$ cat src/design/ptg_pkg.sv
package ptg_pkg;
  // Register indices; byte address is four times the index
  localparam logic [5:0] IDX_TOTAL_LO = 6'h04;  // Line length, low byte
  localparam logic [5:0] IDX_TOTAL_HI = 6'h05;  // Line length, high nibble
  localparam logic [5:0] IDX_HSW      = 6'h0a;  // Hsync width
  localparam logic [5:0] IDX_VSW      = 6'h0b;  // Vsync width
  localparam logic [5:0] IDX_HBP      = 6'h0c;  // Horizontal back porch
  localparam logic [5:0] IDX_VBP      = 6'h0d;  // Vertical back porch
  localparam logic [5:0] IDX_SYNC     = 6'h0e;  // Sync control
  localparam logic [5:0] IDX_FTIME    = 6'h0f;  // Scroll frame time
  localparam logic [5:0] IDX_SLOTS    = 6'h10;  // Enabled slot count
  localparam logic [5:0] IDX_TS12     = 6'h11;  // Slots 1 and 2
  localparam logic [5:0] IDX_TS34     = 6'h12;  // Slots 3 and 4
  localparam logic [5:0] IDX_TS56     = 6'h13;  // Slots 5 and 6
  localparam logic [5:0] IDX_CTRL     = 6'h20;  // Enable and mode
  localparam logic [5:0] IDX_FLN_LO   = 6'h21;  // Frame lines, low byte
  localparam logic [5:0] IDX_FLN_HI   = 6'h22;  // Frame lines, high nibble
  localparam logic [5:0] IDX_STATUS   = 6'h23;  // Slot and pattern now shown
  // Reset values
  localparam logic [7:0] RST_TOTAL_LO = 8'h48;
  localparam logic [3:0] RST_TOTAL_HI = 4'h3;
  localparam logic [7:0] RST_HSW      = 8'h0a;
  localparam logic [7:0] RST_VSW      = 8'h02;
  localparam logic [7:0] RST_HBP      = 8'h0a;
  localparam logic [7:0] RST_VBP      = 8'h02;
  localparam logic [2:0] RST_SYNC     = 3'h3;
  localparam logic [7:0] RST_FTIME    = 8'h1e;
  localparam logic [4:0] RST_SLOTS    = 5'h0c;
  localparam logic [7:0] RST_TS12     = 8'h21;
  localparam logic [7:0] RST_TS34     = 8'h43;
  localparam logic [7:0] RST_TS56     = 8'h65;
  localparam logic [2:0] RST_CTRL     = 3'h0;
  localparam logic [11:0] RST_FLINES  = 12'h1e5;
  // Field positions
  localparam int SYNC_HINV = 0;  // hsync_invert
  localparam int SYNC_VINV = 1;  // vsync_invert
  localparam int SYNC_HOFF = 2;  // hsync_suppress
  localparam int CTRL_EN   = 0;  // Generator enable
  localparam int CTRL_EXT  = 1;  // External timing mode
  localparam int CTRL_SCR  = 2;  // Auto-scroll enable
  localparam logic [4:0] MAX_SLOTS = 5'h10;  // Largest slot count
  // Bus responses
  localparam logic [1:0] RESP_OKAY   = 2'h0;
  localparam logic [1:0] RESP_SLVERR = 2'h2;
endpackage

$ cat src/design/ptg_scroll.sv
`timescale 1ns/1ps
`default_nettype none
module ptg_scroll (
  input  wire logic        aclk,
  input  wire logic        aresetn,
  input  wire logic        run,
  input  wire logic        frame_tick,
  input  wire logic [7:0]  frames_per_pattern_half,
  input  wire logic [4:0]  enabled_slot_count,
  input  wire logic [63:0] slot_patterns,
  output logic      [3:0]  slot_q,
  output logic      [3:0]  pattern_q
);
  logic [8:0] frame_q;  // Frames shown of the current slot
  logic [8:0] frame_d;
  logic [3:0] slot_d;
  logic [3:0] pattern_d;
  logic [8:0] hold_last;  // Last frame index of a slot
  logic [3:0] last_slot;  // Zero-based last enabled slot

  // Zero-based index of the last slot, clamped into 1..16 slots
  function automatic logic [3:0] last_of(input logic [4:0] cnt);
    if (cnt == 5'h00) return 4'h0;
    else if (cnt > ptg_pkg::MAX_SLOTS) return 4'hf;
    else return 4'(cnt - 5'h01);
  endfunction

  // Pattern selector held by a slot, two slots per byte
  function automatic logic [3:0] pick(input logic [63:0] p, input logic [3:0] s);
    return p[{s, 2'h0} +: 4];
  endfunction

  // Frame and slot stepping
  always_comb begin
    hold_last = {frames_per_pattern_half, 1'b0} - 9'h001;
    last_slot = last_of(enabled_slot_count);
    frame_d   = frame_q;
    slot_d    = slot_q;
    if (!run) begin
      // Idle: restart at slot one
      frame_d = 9'h000;
      slot_d  = 4'h0;
    end else if (frame_tick) begin
      if (frame_q >= hold_last) begin
        frame_d = 9'h000;
        // Step upward and wrap after the last enabled slot
        slot_d = (slot_q >= last_slot) ? 4'h0 : slot_q + 4'h1;
      end else begin
        frame_d = frame_q + 9'h001;
      end
    end
    pattern_d = pick(slot_patterns, slot_d);
  end

  // State registers
  always_ff @(posedge aclk) begin
    if (!aresetn) begin
      frame_q   <= 9'h000;
      slot_q    <= 4'h0;
      pattern_q <= 4'h0;
    end else begin
      frame_q   <= frame_d;
      slot_q    <= slot_d;
      pattern_q <= pattern_d;
    end
  end

  a_hold_frames: assert property (
    @(posedge aclk) disable iff (!aresetn)
    run && frame_tick && frame_q < hold_last |=> slot_q == $past(slot_q))
    else $error("Slot changed before its frame time ran out");

  a_slot_step: assert property (
    @(posedge aclk) disable iff (!aresetn)
    run && frame_tick && frame_q >= hold_last && slot_q < last_slot
    |=> slot_q == $past(slot_q) + 4'h1)
    else $error("Slot did not step up by one");

  a_slot_wrap: assert property (
    @(posedge aclk) disable iff (!aresetn)
    run && frame_tick && frame_q >= hold_last && slot_q >= last_slot
    |=> slot_q == 4'h0)
    else $error("Slot did not wrap to slot one");

  a_slot_pattern: assert property (
    @(posedge aclk) disable iff (!aresetn)
    run |=> pattern_q == pick($past(slot_patterns), slot_q))
    else $error("Pattern does not match current slot");
endmodule
`default_nettype wire

$ cat src/design/ptg_timing_top.sv
// Chosen here: the AXI4-Lite register port.
`timescale 1ns/1ps
`default_nettype none
module ptg_timing_top (
  input  wire logic        aclk,
  input  wire logic        aresetn,
  input  wire logic [7:0]  s_axi_awaddr,
  input  wire logic        s_axi_awvalid,
  output logic             s_axi_awready,
  input  wire logic [31:0] s_axi_wdata,
  input  wire logic [3:0]  s_axi_wstrb,
  input  wire logic        s_axi_wvalid,
  output logic             s_axi_wready,
  output logic [1:0]       s_axi_bresp,
  output logic             s_axi_bvalid,
  input  wire logic        s_axi_bready,
  input  wire logic [7:0]  s_axi_araddr,
  input  wire logic        s_axi_arvalid,
  output logic             s_axi_arready,
  output logic [31:0]      s_axi_rdata,
  output logic [1:0]       s_axi_rresp,
  output logic             s_axi_rvalid,
  input  wire logic        s_axi_rready,
  input  wire logic        ext_hsync,
  input  wire logic        ext_vsync,
  input  wire logic [39:0] upper_slot_patterns,
  output logic             hsync_out,
  output logic             vsync_out,
  output logic             hback_porch_active,
  output logic             vback_porch_active,
  output logic [3:0]       pattern_sel
);
  // Configuration registers
  logic [7:0]  total_lo_q, total_lo_d;  // total_line_pixels[7:0]
  logic [3:0]  total_hi_q, total_hi_d;  // total_line_pixels[11:8]
  logic [7:0]  hsw_q, hsw_d;            // hsync_pulse_pixels
  logic [7:0]  vsw_q, vsw_d;            // vsync_pulse_lines
  logic [7:0]  hbp_q, hbp_d;            // hback_porch_pixels
  logic [7:0]  vbp_q, vbp_d;            // vback_porch_lines
  logic [2:0]  sync_q, sync_d;          // Suppress and invert bits
  logic [7:0]  ftime_q, ftime_d;        // frames_per_pattern_half
  logic [4:0]  slots_q, slots_d;        // enabled_slot_count
  logic [7:0]  ts12_q, ts12_d;          // slot1_pattern, slot2_pattern
  logic [7:0]  ts34_q, ts34_d;          // slot3_pattern, slot4_pattern
  logic [7:0]  ts56_q, ts56_d;          // slot5_pattern, slot6_pattern
  logic [2:0]  ctrl_q, ctrl_d;          // Enable, external, scroll
  logic [11:0] flines_q, flines_d;      // Lines per frame
  // Bus state
  logic        aw_have_q, aw_have_d;    // Write address held
  logic [5:0]  aw_idx_q, aw_idx_d;      // Held write index
  logic        w_have_q, w_have_d;      // Write data held
  logic [7:0]  wbyte_q, wbyte_d;        // Held write byte
  logic        wlane_q, wlane_d;        // Held strobe of lane 0
  logic        awready_d, wready_d, bvalid_d, arready_d, rvalid_d;
  logic [1:0]  bresp_d, rresp_d;
  logic [31:0] rdata_d;
  // Timing state
  logic [11:0] hcnt_q, hcnt_d;          // Pixel within line
  logic [11:0] vcnt_q, vcnt_d;          // Line within frame
  logic [2:0]  hs_pipe_q, hs_pipe_d;    // Hsync pin synchroniser
  logic [2:0]  vs_pipe_q, vs_pipe_d;    // Vsync pin synchroniser
  logic        ext_hs_q, ext_hs_d;      // Settled external hsync
  logic        ext_vs_q, ext_vs_d;      // Settled external vsync
  logic        tick_q, tick_d;          // Frame start pulse
  logic        hsync_d, vsync_d, hbp_act_d, vbp_act_d;
  logic        run_int;                 // Internal timing running
  logic [11:0] total, h_bp_end, v_bp_end;
  logic        hs_raw, vs_raw, line_end;
  logic [3:0]  cur_slot;                // Slot now shown, zero-based

  // Decoded indices that exist
  function automatic logic mapped(input logic [5:0] idx);
    case (idx)
      ptg_pkg::IDX_TOTAL_LO, ptg_pkg::IDX_TOTAL_HI, ptg_pkg::IDX_HSW,
      ptg_pkg::IDX_VSW, ptg_pkg::IDX_HBP, ptg_pkg::IDX_VBP,
      ptg_pkg::IDX_SYNC, ptg_pkg::IDX_FTIME, ptg_pkg::IDX_SLOTS,
      ptg_pkg::IDX_TS12, ptg_pkg::IDX_TS34, ptg_pkg::IDX_TS56,
      ptg_pkg::IDX_CTRL, ptg_pkg::IDX_FLN_LO, ptg_pkg::IDX_FLN_HI,
      ptg_pkg::IDX_STATUS: return 1'b1;
      default: return 1'b0;
    endcase
  endfunction

  // Register file and bus handshakes
  always_comb begin
    total_lo_d = total_lo_q;
    total_hi_d = total_hi_q;
    hsw_d      = hsw_q;
    vsw_d      = vsw_q;
    hbp_d      = hbp_q;
    vbp_d      = vbp_q;
    sync_d     = sync_q;
    ftime_d    = ftime_q;
    slots_d    = slots_q;
    ts12_d     = ts12_q;
    ts34_d     = ts34_q;
    ts56_d     = ts56_q;
    ctrl_d     = ctrl_q;
    flines_d   = flines_q;
    aw_have_d  = aw_have_q;
    aw_idx_d   = aw_idx_q;
    w_have_d   = w_have_q;
    wbyte_d    = wbyte_q;
    wlane_d    = wlane_q;
    bvalid_d   = s_axi_bvalid;
    bresp_d    = s_axi_bresp;
    rvalid_d   = s_axi_rvalid;
    rresp_d    = s_axi_rresp;
    rdata_d    = s_axi_rdata;
    // Address and data are taken in either order
    if (s_axi_awvalid && s_axi_awready) begin
      aw_have_d = 1'b1;
      aw_idx_d  = s_axi_awaddr[7:2];
    end
    if (s_axi_wvalid && s_axi_wready) begin
      w_have_d = 1'b1;
      wbyte_d  = s_axi_wdata[7:0];
      wlane_d  = s_axi_wstrb[0];
    end
    if (s_axi_bvalid && s_axi_bready) begin
      bvalid_d = 1'b0;
    end
    // Both halves present: store and answer
    if (aw_have_d && w_have_d && !s_axi_bvalid) begin
      aw_have_d = 1'b0;
      w_have_d  = 1'b0;
      bvalid_d  = 1'b1;
      bresp_d   = mapped(aw_idx_d) ? ptg_pkg::RESP_OKAY : ptg_pkg::RESP_SLVERR;
      if (wlane_d) begin
        case (aw_idx_d)
          ptg_pkg::IDX_TOTAL_LO: total_lo_d = wbyte_d;
          ptg_pkg::IDX_TOTAL_HI: total_hi_d = wbyte_d[3:0];
          ptg_pkg::IDX_HSW:    hsw_d    = wbyte_d;
          ptg_pkg::IDX_VSW:    vsw_d    = wbyte_d;
          ptg_pkg::IDX_HBP:    hbp_d    = wbyte_d;
          ptg_pkg::IDX_VBP:    vbp_d    = wbyte_d;
          ptg_pkg::IDX_SYNC:   sync_d   = wbyte_d[2:0];
          ptg_pkg::IDX_FTIME:  ftime_d  = wbyte_d;
          ptg_pkg::IDX_SLOTS:  slots_d  = wbyte_d[4:0];
          ptg_pkg::IDX_TS12:   ts12_d   = wbyte_d;
          ptg_pkg::IDX_TS34:   ts34_d   = wbyte_d;
          ptg_pkg::IDX_TS56:   ts56_d   = wbyte_d;
          ptg_pkg::IDX_CTRL:   ctrl_d   = wbyte_d[2:0];
          ptg_pkg::IDX_FLN_LO: flines_d = {flines_q[11:8], wbyte_d};
          ptg_pkg::IDX_FLN_HI: flines_d = {wbyte_d[3:0], flines_q[7:0]};
          default: ;  // Status and holes ignore writes
        endcase
      end
    end
    awready_d = !aw_have_d && !bvalid_d;
    wready_d  = !w_have_d && !bvalid_d;
    // Read channel: answer one cycle after the address
    if (s_axi_rvalid && s_axi_rready) begin
      rvalid_d = 1'b0;
    end
    if (s_axi_arvalid && s_axi_arready) begin
      rvalid_d = 1'b1;
      rresp_d  = mapped(s_axi_araddr[7:2]) ? ptg_pkg::RESP_OKAY : ptg_pkg::RESP_SLVERR;
      rdata_d  = 32'h0000_0000;
      case (s_axi_araddr[7:2])
        ptg_pkg::IDX_TOTAL_LO: rdata_d[7:0] = total_lo_q;
        ptg_pkg::IDX_TOTAL_HI: rdata_d[3:0] = total_hi_q;
        ptg_pkg::IDX_HSW:    rdata_d[7:0] = hsw_q;
        ptg_pkg::IDX_VSW:    rdata_d[7:0] = vsw_q;
        ptg_pkg::IDX_HBP:    rdata_d[7:0] = hbp_q;
        ptg_pkg::IDX_VBP:    rdata_d[7:0] = vbp_q;
        ptg_pkg::IDX_SYNC:   rdata_d[2:0] = sync_q;
        ptg_pkg::IDX_FTIME:  rdata_d[7:0] = ftime_q;
        ptg_pkg::IDX_SLOTS:  rdata_d[4:0] = slots_q;
        ptg_pkg::IDX_TS12:   rdata_d[7:0] = ts12_q;
        ptg_pkg::IDX_TS34:   rdata_d[7:0] = ts34_q;
        ptg_pkg::IDX_TS56:   rdata_d[7:0] = ts56_q;
        ptg_pkg::IDX_CTRL:   rdata_d[2:0] = ctrl_q;
        ptg_pkg::IDX_FLN_LO: rdata_d[7:0] = flines_q[7:0];
        ptg_pkg::IDX_FLN_HI: rdata_d[3:0] = flines_q[11:8];
        ptg_pkg::IDX_STATUS: rdata_d[7:0] = {cur_slot, pattern_sel};
        default: ;  // Holes read zero
      endcase
    end
    arready_d = !rvalid_d;
  end

  // Register file flops
  always_ff @(posedge aclk) begin
    if (!aresetn) begin
      total_lo_q <= ptg_pkg::RST_TOTAL_LO;
      total_hi_q <= ptg_pkg::RST_TOTAL_HI;
      hsw_q      <= ptg_pkg::RST_HSW;
      vsw_q      <= ptg_pkg::RST_VSW;
      hbp_q      <= ptg_pkg::RST_HBP;
      vbp_q      <= ptg_pkg::RST_VBP;
      sync_q     <= ptg_pkg::RST_SYNC;
      ftime_q    <= ptg_pkg::RST_FTIME;
      slots_q    <= ptg_pkg::RST_SLOTS;
      ts12_q     <= ptg_pkg::RST_TS12;
      ts34_q     <= ptg_pkg::RST_TS34;
      ts56_q     <= ptg_pkg::RST_TS56;
      ctrl_q     <= ptg_pkg::RST_CTRL;
      flines_q   <= ptg_pkg::RST_FLINES;
      aw_have_q  <= 1'b0;
      aw_idx_q   <= 6'h00;
      w_have_q   <= 1'b0;
      wbyte_q    <= 8'h00;
      wlane_q    <= 1'b0;
      s_axi_awready <= 1'b0;
      s_axi_wready  <= 1'b0;
      s_axi_bvalid  <= 1'b0;
      s_axi_bresp   <= 2'h0;
      s_axi_arready <= 1'b0;
      s_axi_rvalid  <= 1'b0;
      s_axi_rresp   <= 2'h0;
      s_axi_rdata   <= 32'h0000_0000;
    end else begin
      total_lo_q <= total_lo_d;
      total_hi_q <= total_hi_d;
      hsw_q      <= hsw_d;
      vsw_q      <= vsw_d;
      hbp_q      <= hbp_d;
      vbp_q      <= vbp_d;
      sync_q     <= sync_d;
      ftime_q    <= ftime_d;
      slots_q    <= slots_d;
      ts12_q     <= ts12_d;
      ts34_q     <= ts34_d;
      ts56_q     <= ts56_d;
      ctrl_q     <= ctrl_d;
      flines_q   <= flines_d;
      aw_have_q  <= aw_have_d;
      aw_idx_q   <= aw_idx_d;
      w_have_q   <= w_have_d;
      wbyte_q    <= wbyte_d;
      wlane_q    <= wlane_d;
      s_axi_awready <= awready_d;
      s_axi_wready  <= wready_d;
      s_axi_bvalid  <= bvalid_d;
      s_axi_bresp   <= bresp_d;
      s_axi_arready <= arready_d;
      s_axi_rvalid  <= rvalid_d;
      s_axi_rresp   <= rresp_d;
      s_axi_rdata   <= rdata_d;
    end
  end

  // Raster counters, sync shaping and pin synchronisers
  always_comb begin
    run_int  = ctrl_q[ptg_pkg::CTRL_EN] && !ctrl_q[ptg_pkg::CTRL_EXT];
    total    = {total_hi_q, total_lo_q};
    h_bp_end = 12'(hsw_q) + 12'(hbp_q);
    v_bp_end = 12'(vsw_q) + 12'(vbp_q);
    line_end = hcnt_q >= total - 12'h001;
    hs_raw   = hcnt_q < 12'(hsw_q);
    vs_raw   = vcnt_q < 12'(vsw_q);
    hcnt_d   = 12'h000;
    vcnt_d   = 12'h000;
    if (run_int) begin
      hcnt_d = line_end ? 12'h000 : hcnt_q + 12'h001;
      vcnt_d = vcnt_q;
      if (line_end) begin
        vcnt_d = (vcnt_q >= flines_q - 12'h001) ? 12'h000 : vcnt_q + 12'h001;
      end
    end
    // Only the second and third stages are compared
    hs_pipe_d = {hs_pipe_q[1:0], ext_hsync};
    vs_pipe_d = {vs_pipe_q[1:0], ext_vsync};
    ext_hs_d  = (hs_pipe_q[1] == hs_pipe_q[2]) ? hs_pipe_q[2] : ext_hs_q;
    ext_vs_d  = (vs_pipe_q[1] == vs_pipe_q[2]) ? vs_pipe_q[2] : ext_vs_q;
    hsync_d   = 1'b0;
    vsync_d   = 1'b0;
    hbp_act_d = 1'b0;
    vbp_act_d = 1'b0;
    tick_d    = 1'b0;
    if (run_int) begin
      // Internal timing: suppress and invert apply
      hsync_d = sync_q[ptg_pkg::SYNC_HOFF] ? sync_q[ptg_pkg::SYNC_HINV]
                : hs_raw ^ sync_q[ptg_pkg::SYNC_HINV];
      vsync_d = vs_raw ^ sync_q[ptg_pkg::SYNC_VINV];
      hbp_act_d = !hs_raw && hcnt_q < h_bp_end;
      vbp_act_d = !vs_raw && vcnt_q < v_bp_end;
      tick_d = line_end && vcnt_q >= flines_q - 12'h001;
    end else if (ctrl_q[ptg_pkg::CTRL_EN]) begin
      // External timing passes the pins through untouched
      hsync_d = ext_hs_q;
      vsync_d = ext_vs_q;
      tick_d  = ext_vs_d && !ext_vs_q;
    end
  end

  // Raster flops
  always_ff @(posedge aclk) begin
    if (!aresetn) begin
      hcnt_q    <= 12'h000;
      vcnt_q    <= 12'h000;
      hs_pipe_q <= 3'h0;
      vs_pipe_q <= 3'h0;
      ext_hs_q  <= 1'b0;
      ext_vs_q  <= 1'b0;
      tick_q    <= 1'b0;
      hsync_out <= 1'b0;
      vsync_out <= 1'b0;
      hback_porch_active <= 1'b0;
      vback_porch_active <= 1'b0;
    end else begin
      hcnt_q    <= hcnt_d;
      vcnt_q    <= vcnt_d;
      hs_pipe_q <= hs_pipe_d;
      vs_pipe_q <= vs_pipe_d;
      ext_hs_q  <= ext_hs_d;
      ext_vs_q  <= ext_vs_d;
      tick_q    <= tick_d;
      hsync_out <= hsync_d;
      vsync_out <= vsync_d;
      hback_porch_active <= hbp_act_d;
      vback_porch_active <= vbp_act_d;
    end
  end

  // Auto-scroll sequencer; its pattern output is a flop
  ptg_scroll u_scroll (
    .aclk                    (aclk),
    .aresetn                 (aresetn),
    .run                     (ctrl_q[ptg_pkg::CTRL_EN] && ctrl_q[ptg_pkg::CTRL_SCR]),
    .frame_tick              (tick_q),
    .frames_per_pattern_half (ftime_q),
    .enabled_slot_count      (slots_q),
    .slot_patterns           ({upper_slot_patterns, ts56_q, ts34_q, ts12_q}),
    .slot_q                  (cur_slot),
    .pattern_q               (pattern_sel)
  );

  a_vsync_on: assert property (
    @(posedge aclk) disable iff (!aresetn)
    run_int && vcnt_q < 12'(vsw_q)
    |=> vsync_out == !$past(sync_q[ptg_pkg::SYNC_VINV]))
    else $error("Vsync not active within its width");

  a_vsync_end: assert property (
    @(posedge aclk) disable iff (!aresetn)
    run_int && vcnt_q == 12'(vsw_q)
    |=> vsync_out == $past(sync_q[ptg_pkg::SYNC_VINV]))
    else $error("Vsync still active after its width");

  a_hsync_width: assert property (
    @(posedge aclk) disable iff (!aresetn)
    run_int && !sync_q[ptg_pkg::SYNC_HOFF] && hcnt_q < 12'(hsw_q)
    |=> hsync_out == !$past(sync_q[ptg_pkg::SYNC_HINV]))
    else $error("Hsync wrong within its width");

  a_hsync_off: assert property (
    @(posedge aclk) disable iff (!aresetn)
    run_int && sync_q[ptg_pkg::SYNC_HOFF]
    |=> hsync_out == $past(sync_q[ptg_pkg::SYNC_HINV]))
    else $error("Hsync toggled while suppressed");

  a_hbp_span: assert property (
    @(posedge aclk) disable iff (!aresetn)
    run_int |=> hback_porch_active ==
      ($past(hcnt_q) >= 12'($past(hsw_q)) && $past(hcnt_q) < $past(h_bp_end)))
    else $error("Horizontal back porch span wrong");

  a_vbp_span: assert property (
    @(posedge aclk) disable iff (!aresetn)
    run_int |=> vback_porch_active ==
      ($past(vcnt_q) >= 12'($past(vsw_q)) && $past(vcnt_q) < $past(v_bp_end)))
    else $error("Vertical back porch span wrong");

  a_ext_pass: assert property (
    @(posedge aclk) disable iff (!aresetn)
    ctrl_q[ptg_pkg::CTRL_EN] && ctrl_q[ptg_pkg::CTRL_EXT]
    |=> hsync_out == $past(ext_hs_q) && vsync_out == $past(ext_vs_q))
    else $error("External sync altered by control bits");

  a_line_wrap: assert property (
    @(posedge aclk) disable iff (!aresetn)
    run_int && hcnt_q == total - 12'h001 ##1 run_int |-> hcnt_q == 12'h000)
    else $error("Line did not end at its total width");
endmodule
`default_nettype wire

$ cat config.mk
export PLATFORM = sky130hd
export DESIGN_NAME = ptg_timing_top
export DESIGN_NICKNAME = d
export VERILOG_FILES = /design/src/design/ptg_pkg.sv /design/src/design/ptg_scroll.sv /design/src/design/ptg_timing_top.sv
export SDC_FILE = /design/constraint.sdc
export NUM_CORES = 1
export LEC_CHECK = 0
export BUFFER_PORTS_ARGS = -buffer_cell sky130_fd_sc_hd__buf_2
export CELL_PAD_IN_SITES_DETAIL_PLACEMENT = 1
export CELL_PAD_IN_SITES_GLOBAL_PLACEMENT = 1
export CORE_MARGIN = 8
export CORE_UTILIZATION = 44
export DETAILED_ROUTE_END_ITERATION = 8
export GPL_ROUTABILITY_DRIVEN = 1
export HOLD_SLACK_MARGIN = 0.08
export PLACE_DENSITY_LB_ADDON = 0.2
export SLEW_MARGIN = 20
export SYNTH_ARGS = -nofsm -noshare
export SYNTH_HDL_FRONTEND = slang
export SYNTH_SLANG_ARGS = --single-unit
$ cat constraint.sdc
create_clock -name aclk -period 4.74 [get_ports aclk]
set_input_delay 0.948 -clock aclk [delete_from_list [all_inputs] [get_ports aclk]]
set_output_delay 0.948 -clock aclk [all_outputs]
set_load 0.01 [all_outputs]
== Word level (Yosys, flattened, before mapping) ==
Memory sizes are Yosys's and may differ from the RTL's.
Index checks and enable logic that the tools add are counted.
W data, S select, Z words.
Storage, ports and cells
  bits of input ports: 101
  memories kept: 2
  word-level logic and storage cells: 182
  memory bits (read-only): 128
  output and inout port bits: 49
  bits in registers: 187
Memory list
  (no name shown): words 64, width 1, read ports 1, clocked after memory_dff 0, write ports 0, RTL line ptg_timing_top.sv:73  | case (idx)
  (no name shown): words 64, width 1, read ports 1, clocked after memory_dff 0, write ports 0, RTL line ptg_timing_top.sv:73
Operators by class
  equal/unequal tests: 33
  mux-type cells: 36
  bitwise operators: 6
  reduce and logical (&&, ||, !) cells: 43
  shift-type cells: 1
  magnitude comparators: 9
  add/subtract/negate cells: 10
Operators by type and width (count)
  $eq A6 B4 Y1 const B: 12
  $shiftx A64 B7 Y4: 1
  $eq A6 B5 Y1 const B: 8
  $pmux W3 S16: 1
  $eq A6 B6 Y1 const B: 7
  $reduce_and A3 Y1: 13
  $pmux W3 S11: 1
  $add A12 B1 Y12 const B: 2
  $eq A6 B3 Y1 const B: 4
  $ge A12 B12 Y1: 2
  $lt A12 B8 Y1: 2
  $lt A12 B9 Y1: 2
  $mux W4: 6
  $pmux W12 S2: 1
  $sub A12 B1 Y12 const B: 2
  $mux W1: 19
  $add A8 B8 Y9: 2
  $logic_and A1 B1 Y1: 15
  $pmux W1 S14: 1
  $mux W12: 1
  $pmux W1 S12: 1
  $add A9 B1 Y9 const B: 1
  $ge A9 B9 Y1: 1
  $logic_not A1 Y1: 9
  16 further kinds: 24

== Logic depth before layout (Yosys ltp) ==
Gate-level depths: netlist (run 1).
  word-level depth: 9
  depth in mapped cells: 16
  depth with buffers taken out: 15

== Modules after synthesis ==
Synthesis (run 1) repeated with hierarchy kept, for this count alone.
Unflattened totals
  cell total of the unflattened synthesis: 1314
  area total of the unflattened synthesis: 11578.6 sq um
Modules (own cells, without submodules)
  ptg_timing_top: cells each 1135, sequential area each 3363.2 sq um, area each 9813.2 sq um, times used 1
  ptg_scroll: cells each 179, sequential area each 340.3 sq um, area each 1765.4 sq um, times used 1

== Worst setup path after synthesis (run 1) ==
Ideal clock, no wire load.
  path type: register to register
  start: register slots_q[0]
  end: register u_scroll.pattern_q[3]
  buffers on the path: 0
  period minus slack after synthesis: 3.288 ns
  data arrival time: 3.172 ns
  required time: 4.624 ns
  library setup time: 0.116 ns
  cell stages (with the launch flop): 14
  slack: 1.452 ns
  cells stage by stage: dfxtp_1 inv_1 ha_1 nor3b_1 o21ai_0 ha_1 nand2b_4 a2111o_1 a211o_1 mux2i_4 mux2_2 o211ai_1 a31oi_1 a41o_1
On the way
  cells in the longest elaborated chain, start to end: 9
  elaborated cells on any way between the ends: 11
  classes of those cells: 1 x add/sub; 2 x order compare; 1 x shift; 6 x mux; 1 x reduce/logical
Ends and longest elaborated chain
  start, declared: RTL line ptg_timing_top.sv:42  | logic [4:0] slots_q, slots_d;
  start signal, assigned: RTL line ptg_timing_top.sv:194  | slots_q <= ptg_pkg::RST_SLOTS;
  start signal, assigned: RTL line ptg_timing_top.sv:222  | slots_q <= slots_d;
  $sub A4 B1 Y4 or $gt A5 B5 Y1 (tied branches): RTL line ptg_scroll.sv:25, ptg_scroll.sv:24
  $mux W4: RTL line ptg_scroll.sv:24  | else if (cnt > ptg_pkg::MAX_SLOTS) return 4'hf;
  $mux W4 (*): RTL line ptg_scroll.sv:23  | if (cnt == 5'h00) return 4'h0;
  $ge A4 B4 Y1 (*): RTL line ptg_scroll.sv:47  | slot_d = (slot_q >= last_slot) ? 4'h0 : slot_q + 4'h1;
  $mux W4 (*): RTL line ptg_scroll.sv:47
  $mux W4 (*): RTL line ptg_scroll.sv:44  | if (frame_q >= hold_last) begin
  $mux W4 (*): RTL line ptg_scroll.sv:43  | end else if (frame_tick) begin
  $mux W4 (*): RTL line ptg_scroll.sv:39  | if (!run) begin
  $shiftx A64 B7 Y4 (*): RTL line ptg_scroll.sv:30  | return p[{s, 2'h0} +: 4];
  end signal, assigned: RTL line ptg_scroll.sv:64  | pattern_q <= pattern_d;
  end, declared: RTL line ptg_scroll.sv:12  | output logic [3:0] pattern_q
Every way passes the cells marked *; elsewhere a longest branch is shown, timed or not.
A chain may end at the register's enable or synchronous reset.

== Worst setup path after layout (run 1) ==
  start: register slots_q[0]
  end: register u_scroll.pattern_q[2]
The elaborated chain is that of the path after synthesis.

==> results.toml, run 1 <==
[worst_setup_path]
worst-endpoint-required_ns = 5.09
critPathMaxFanout = 17
endpoint_kind = "register"
cp_data_arrival_time_ns = 4.26
worstSetupStartpointType = "register"
critPathKind = "register to register"

[detailed_routing]
wl_per_cell_um = 21.3
via_per_inst = 5.80
final_antenna_net_count = 0
drtIter0Drc = 592
drtPass1Iterations = 6
drcViolationCount = 0
dr_total_vias = 10200
finalWirelength_um = 37400

[synth]
ys_ff_latch = 185
synth_edf_count = 0
ys_warn_count = 0
async_reset_ff_frac = 0
synth_cells = 1351
synthFlopType = "dfxtp_1"
synth_seq_area_share = 0.329
synth.avg_cell_area_sq_um = 8.34
synth_cell_types = 82
syn_area_sq_um = 11300

[final_layout]
final_area_sq_um = 12500
fillers = 3084
final_nets = 1605
layout_commonest_cell = "nor2_1"
drive_above_1_share = 0.131
mostFrequentLayoutCells = "193 x nor2_1, 185 x dfxtp_1, 131 x nand2_1"
syn_to_final_growth_pct = 10.5

[global_routing]
grt_pass1_wl_um = 58700
overflow = 0
gr-usage-all-layers = 0.239
grt_max_degree = 57
grt_pass1_vias = 10500
antenna_found_initial = 3

[floorplan]
fp.dieW_um = 176
ios = 150
dieHeight_um = 176
start_util = 0.447
row_count = 58
die_area_sq_um = 31000
coreArea_sq_um = 25200

[placed_design]
numPortBuffers = 92
hpwl_um = 28400
dp_slack_ns = 0.890
gp_congestion = 0.898
dpl_cell_area_sq_um = 11900

[clock_tree]
cts_hold_buf = 0
htree_levels = 4
post_cts_resized = 0
clock_latency_ns = 0.45
clk_path_buf_depth = 2
cts_made_buffers = 17
cts_tree = "built"
cts_sinks = 185
postCtsSetupRepairBufs = 0
clk_pin_slew_ns = 0.08
root_buffer = "clkbuf_16"

[sta]
relSlewSlack = 0.293
final_hold_viol_count = 0
setup-tns-final_ns = 0
setup_violations = 0
fin_skew_ns = 0.0135
worst_pin_slew_ns = 1.05
fmax_ghz = 0.256
rsz0062_at_grt = "no"
drv_slew = 0
finalWorstSetupSlack_ns = 0.833
min_period_ns = 3.91
layout_worst_path_cycle_share = 0.824

[flow_run]
cap_violations = 0

[power_and_ir_drop]
p_per_area_nw_per_um2 = 266
p_leak_uw = 0.00490
power.total_uw = 3320
ir_worst_vdd_mv = 0.207

[status]
outcome = "finished, final reports clean"

[worst_hold_path]
hold_class = "register to register"
state kept, by name, summed over array words and instances (netlist names), 9 cells and up:
name              flops
flines_q             12
vcnt_q               12
u_scroll.frame_q      9
hcnt_q               12
power by group:
part / internal (uW) / switching, uW / leakage (uW)
Combinational: 89.2 / 181 / 0.00313
Clock: 746 / 712 / 0.000279
Sequential: 1570 / 13.8 / 0.00150
critical path: stages (launching register included):
cell and delay [ns]:
dfxtp_1 0.34, inv_1 0.13, ha_1 0.22, nor3b_1 0.35
o21ai_0 0.15, ha_1 0.29, nand2b_4 0.13, a2111o_1 0.48
a211o_1 0.32, mux2i_4 0.52, mux2_2 0.40, o21ai_0 0.18
a31oi_1 0.06, a32o_1 0.23
metrics by stage:
stage	hold slack (ns)	util	instances
after detailed placement	0.426	0.471	1723
after global placement	0.419	0.471	1723
after global routing	0.455	0.495	1755
final	0.443	0.495	1755
after CTS	0.447	0.494	1754
after floorplan	0.412	-	1376
per-layer routing:
layer / wire length [um] / up-vias / track usage
met1: 17300 / 4946 / 0.316
met4: 949 / 4 / 0.0784
met3: 2230 / 57 / 0.0489
met5: 22 / - / 0
met2: 16900 / 280 / 0.384
li1: - / 4893 / -
layout make-up:
cell class	instances	area (sq um)	area share
tap	330	413	0.0332
timing repair buffer	105	571	0.0458
multi-input combinational	1061	7020	0.564
clock buffer	17	425	0.0342
inverter	42	158	0.0127
clock inverter	14	156	0.0126
antenna	1	2.50	0.000201
sequential	185	3700	0.297
cells by family after synthesis:
family                     after synthesis  share of synthesized area
AOI/OAI and AO/OA                      319                      0.190
xor gates and xnor gates                70                     0.0544
adders and majority gates               93                      0.104
buffers and inverters                  130                     0.0576
DFF                                    185                      0.329
muxes                                   66                     0.0653
other                                    1                   0.000333
and+or+nand+nor                        487                      0.199
cells in the mapped netlist (11+ instances only):
master | n | area share
xor2_1 | 27 | 0.021
a211oi_1 | 44 | 0.029
mux2_2 | 17 | 0.017
clkbuf_1 | 43 | 0.014
a21oi_1 | 72 | 0.032
and2_1 | 14 | 0.0078
a31oi_1 | 14 | 0.0078
xnor2_1 | 43 | 0.033
nand2_1 | 131 | 0.044
nand2b_1 | 11 | 0.0061
buf_4 | 27 | 0.018
ha_1 | 90 | 0.10
mux2i_1 | 44 | 0.039
inv_1 | 42 | 0.014
o21ai_0 | 63 | 0.028
o211ai_1 | 31 | 0.021
nand3_1 | 28 | 0.012
dfxtp_1 | 185 | 0.33
nor2_1 | 193 | 0.064
a221oi_1 | 11 | 0.0085
nor3_1 | 30 | 0.013
worst paths after layout:
| kind | start | to | slack (ns) | cells past startpoint |
|---|---|---|---|---|
| worst min register to register | hs_pipe_q[0]$_SDFF_PN0_ | hs_pipe_q[1]$_SDFF_PN0_ | 0.44 | 1 |
| worst min-delay path | hs_pipe_q[0]$_SDFF_PN0_ | hs_pipe_q[1]$_SDFF_PN0_ | 0.44 | 1 |
| worst max register to register | slots_q[0]$_SDFFE_PN0P_ | u_scroll.pattern_q[2]$_SDFF_PN0_ | 0.83 | 13 |
| worst max-delay path | slots_q[0]$_SDFFE_PN0P_ | u_scroll.pattern_q[2]$_SDFF_PN0_ | 0.83 | 13 |
No activity file was read; power rests on OpenSTA's default activity.
==> inputs of run 2 (changes only) <==
- clock period: 4.74 -> 3.8 ns (I/O delays scaled with it)
==> run 2 against run 1 <==
Maximum frequency is 10% higher. Combinational power increased by 29%. Utilization grew 0.74 points. Non-clock buffer count increased by 20. Count of clock-buffer cells in the layout did not move. Die area unchanged. Clock skew increased by 0.0011 ns. Critical path type unchanged. Largest power group unchanged. Highest routed layer unchanged.
==> results.toml, run 2 (synthesis results as in run 1) <==
[status]
outcome = "finished, final reports clean"

[global_routing]
antenna_found_initial = 5
grt_pass1_wl_um = 59900
grt_max_degree = 36
overflow = 0
gr-usage-all-layers = 0.243
grt_pass1_vias = 10600

[final_layout]
multi_input_area_sq_um = 7040
top_regs = "flines_q x12, hcnt_q x12, vcnt_q x12"
mostFrequentLayoutCells = "193 x nor2_1, 185 x dfxtp_1, 131 x nand2_1"
final_nets = 1625
drive_above_1_share = 0.141
syn_to_final_growth_pct = 12.2
fillers = 3069
final-seq-area_sq_um = 3700
layout_commonest_cell = "nor2_1"

[worst_setup_path]
endpoint_kind = "register"
critPathKind = "register to register"
cp_data_arrival_time_ns = 3.87
critPathMaxFanout = 15
worst-endpoint-required_ns = 4.13
worstSetupStartpointType = "register"

[detailed_routing]
drtPass1Iterations = 6
final_antenna_net_count = 0
drcViolationCount = 0
finalWirelength_um = 38100
via_per_inst = 5.87
drtIter0Drc = 690
wl_per_cell_um = 21.4
dr_total_vias = 10400

[sta]
rsz0062_at_grt = "yes"
fmax_ghz = 0.282
setup_violations = 0
min_period_ns = 3.54
setup-tns-final_ns = 0
layout_worst_path_cycle_share = 0.933
fin_skew_ns = 0.0145
drv_slew = 0
worst_pin_slew_ns = 1.05
relSlewSlack = 0.292
final_hold_viol_count = 0

[floorplan]
coreArea_sq_um = 25200
dieHeight_um = 176
fp.dieW_um = 176
die_area_sq_um = 31000
start_util = 0.447
ios = 150
row_count = 58

[power_and_ir_drop]
power.total_uw = 4180
p_leak_uw = 0.00504
ir_worst_vdd_mv = 0.215
p_per_area_nw_per_um2 = 331

[clock_tree]
cts_made_buffers = 17
htree_levels = 4
cts_sinks = 185
clk_path_buf_depth = 2
root_buffer = "clkbuf_16"
clock_latency_ns = 0.44
cts_hold_buf = 0
cts_tree = "built"
clk_pin_slew_ns = 0.08

[placed_design]
gp_congestion = 0.918
hpwl_um = 29100
numPortBuffers = 92

[flow_run]
cap_violations = 0

[worst_hold_path]
hold_class = "register to register"
## run 2: routing by layer
metal  up-vias  global-route usage  routed length, um
li1       4940                   -                  -
met1      5165               0.319              17300
met2       286               0.397              17500
met3        50              0.0504               2330
met4         4              0.0706                886
met5         -                   0                 20
## run 2: final timing paths
path | start | endpoint | slack (ns) | cells after the start
max | ftime_q[0]$_SDFFE_PN0P_ | u_scroll.pattern_q[3]$_SDFF_PN0_ | 0.26 | 14
min reg2reg | hs_pipe_q[0]$_SDFF_PN0_ | hs_pipe_q[1]$_SDFF_PN0_ | 0.44 | 1
min | hs_pipe_q[0]$_SDFF_PN0_ | hs_pipe_q[1]$_SDFF_PN0_ | 0.44 | 1
max reg2reg | ftime_q[0]$_SDFFE_PN0P_ | u_scroll.pattern_q[3]$_SDFF_PN0_ | 0.26 | 14
## run 2: repair_timing
action | CTS | global route
endpoints found under the setup margin | 0 | 5
buffers inserted | 0 | 3
gates resized for setup | 0 | 4
## run 2: stage by stage
stage | utilization | instance area (sq um) | setup slack (ns) | cells | hold WS [ns]
4_1_cts | 0.500 | 12600 | 0.0967 | 1772 | 0.445
6_report | 0.502 | 12600 | 0.256 | 1778 | 0.441
3_3_place_gp | 0.476 | 12000 | 0.274 | 1740 | 0.421
5_1_grt | 0.502 | 12600 | -0.00114 | 1778 | 0.459
2_1_floorplan | - | 11400 | 0.512 | 1376 | 0.412
3_5_place_dp | 0.476 | 12000 | 0.124 | 1740 | 0.425
## run 2: worst max-delay path: stages, from the launching register on
cell	delay, ns
dfxtp_1	0.52
inv_1	0.09
ha_1	0.26
nand2_1	0.10
xor2_1	0.23
ha_1	0.28
and3_4	0.19
a22oi_2	0.27
o21a_4	0.29
o21ai_1	0.21
a21oi_4	0.21
buf_4	0.18
mux2i_1	0.24
a22oi_1	0.13
a41o_1	0.26
## run 2: cell type report
| class | count | area share |
|---|---|---|
| antenna | 3 | 0.000594 |
| timing repair buffer | 125 | 0.0570 |
| clock buffer | 17 | 0.0337 |
| clock inverter | 15 | 0.0140 |
| inverter | 42 | 0.0125 |
| sequential | 185 | 0.293 |
| multi-input combinational | 1061 | 0.557 |
| tap | 330 | 0.0327 |
## run 2: power by group
part / internal [uW] / switching [uW] / total (uW)
clock: 947 / 902 / 1850
sequential: 1960 / 16.9 / 1980
combinational: 117 / 232 / 349
total: 3030 / 1150 / 4180
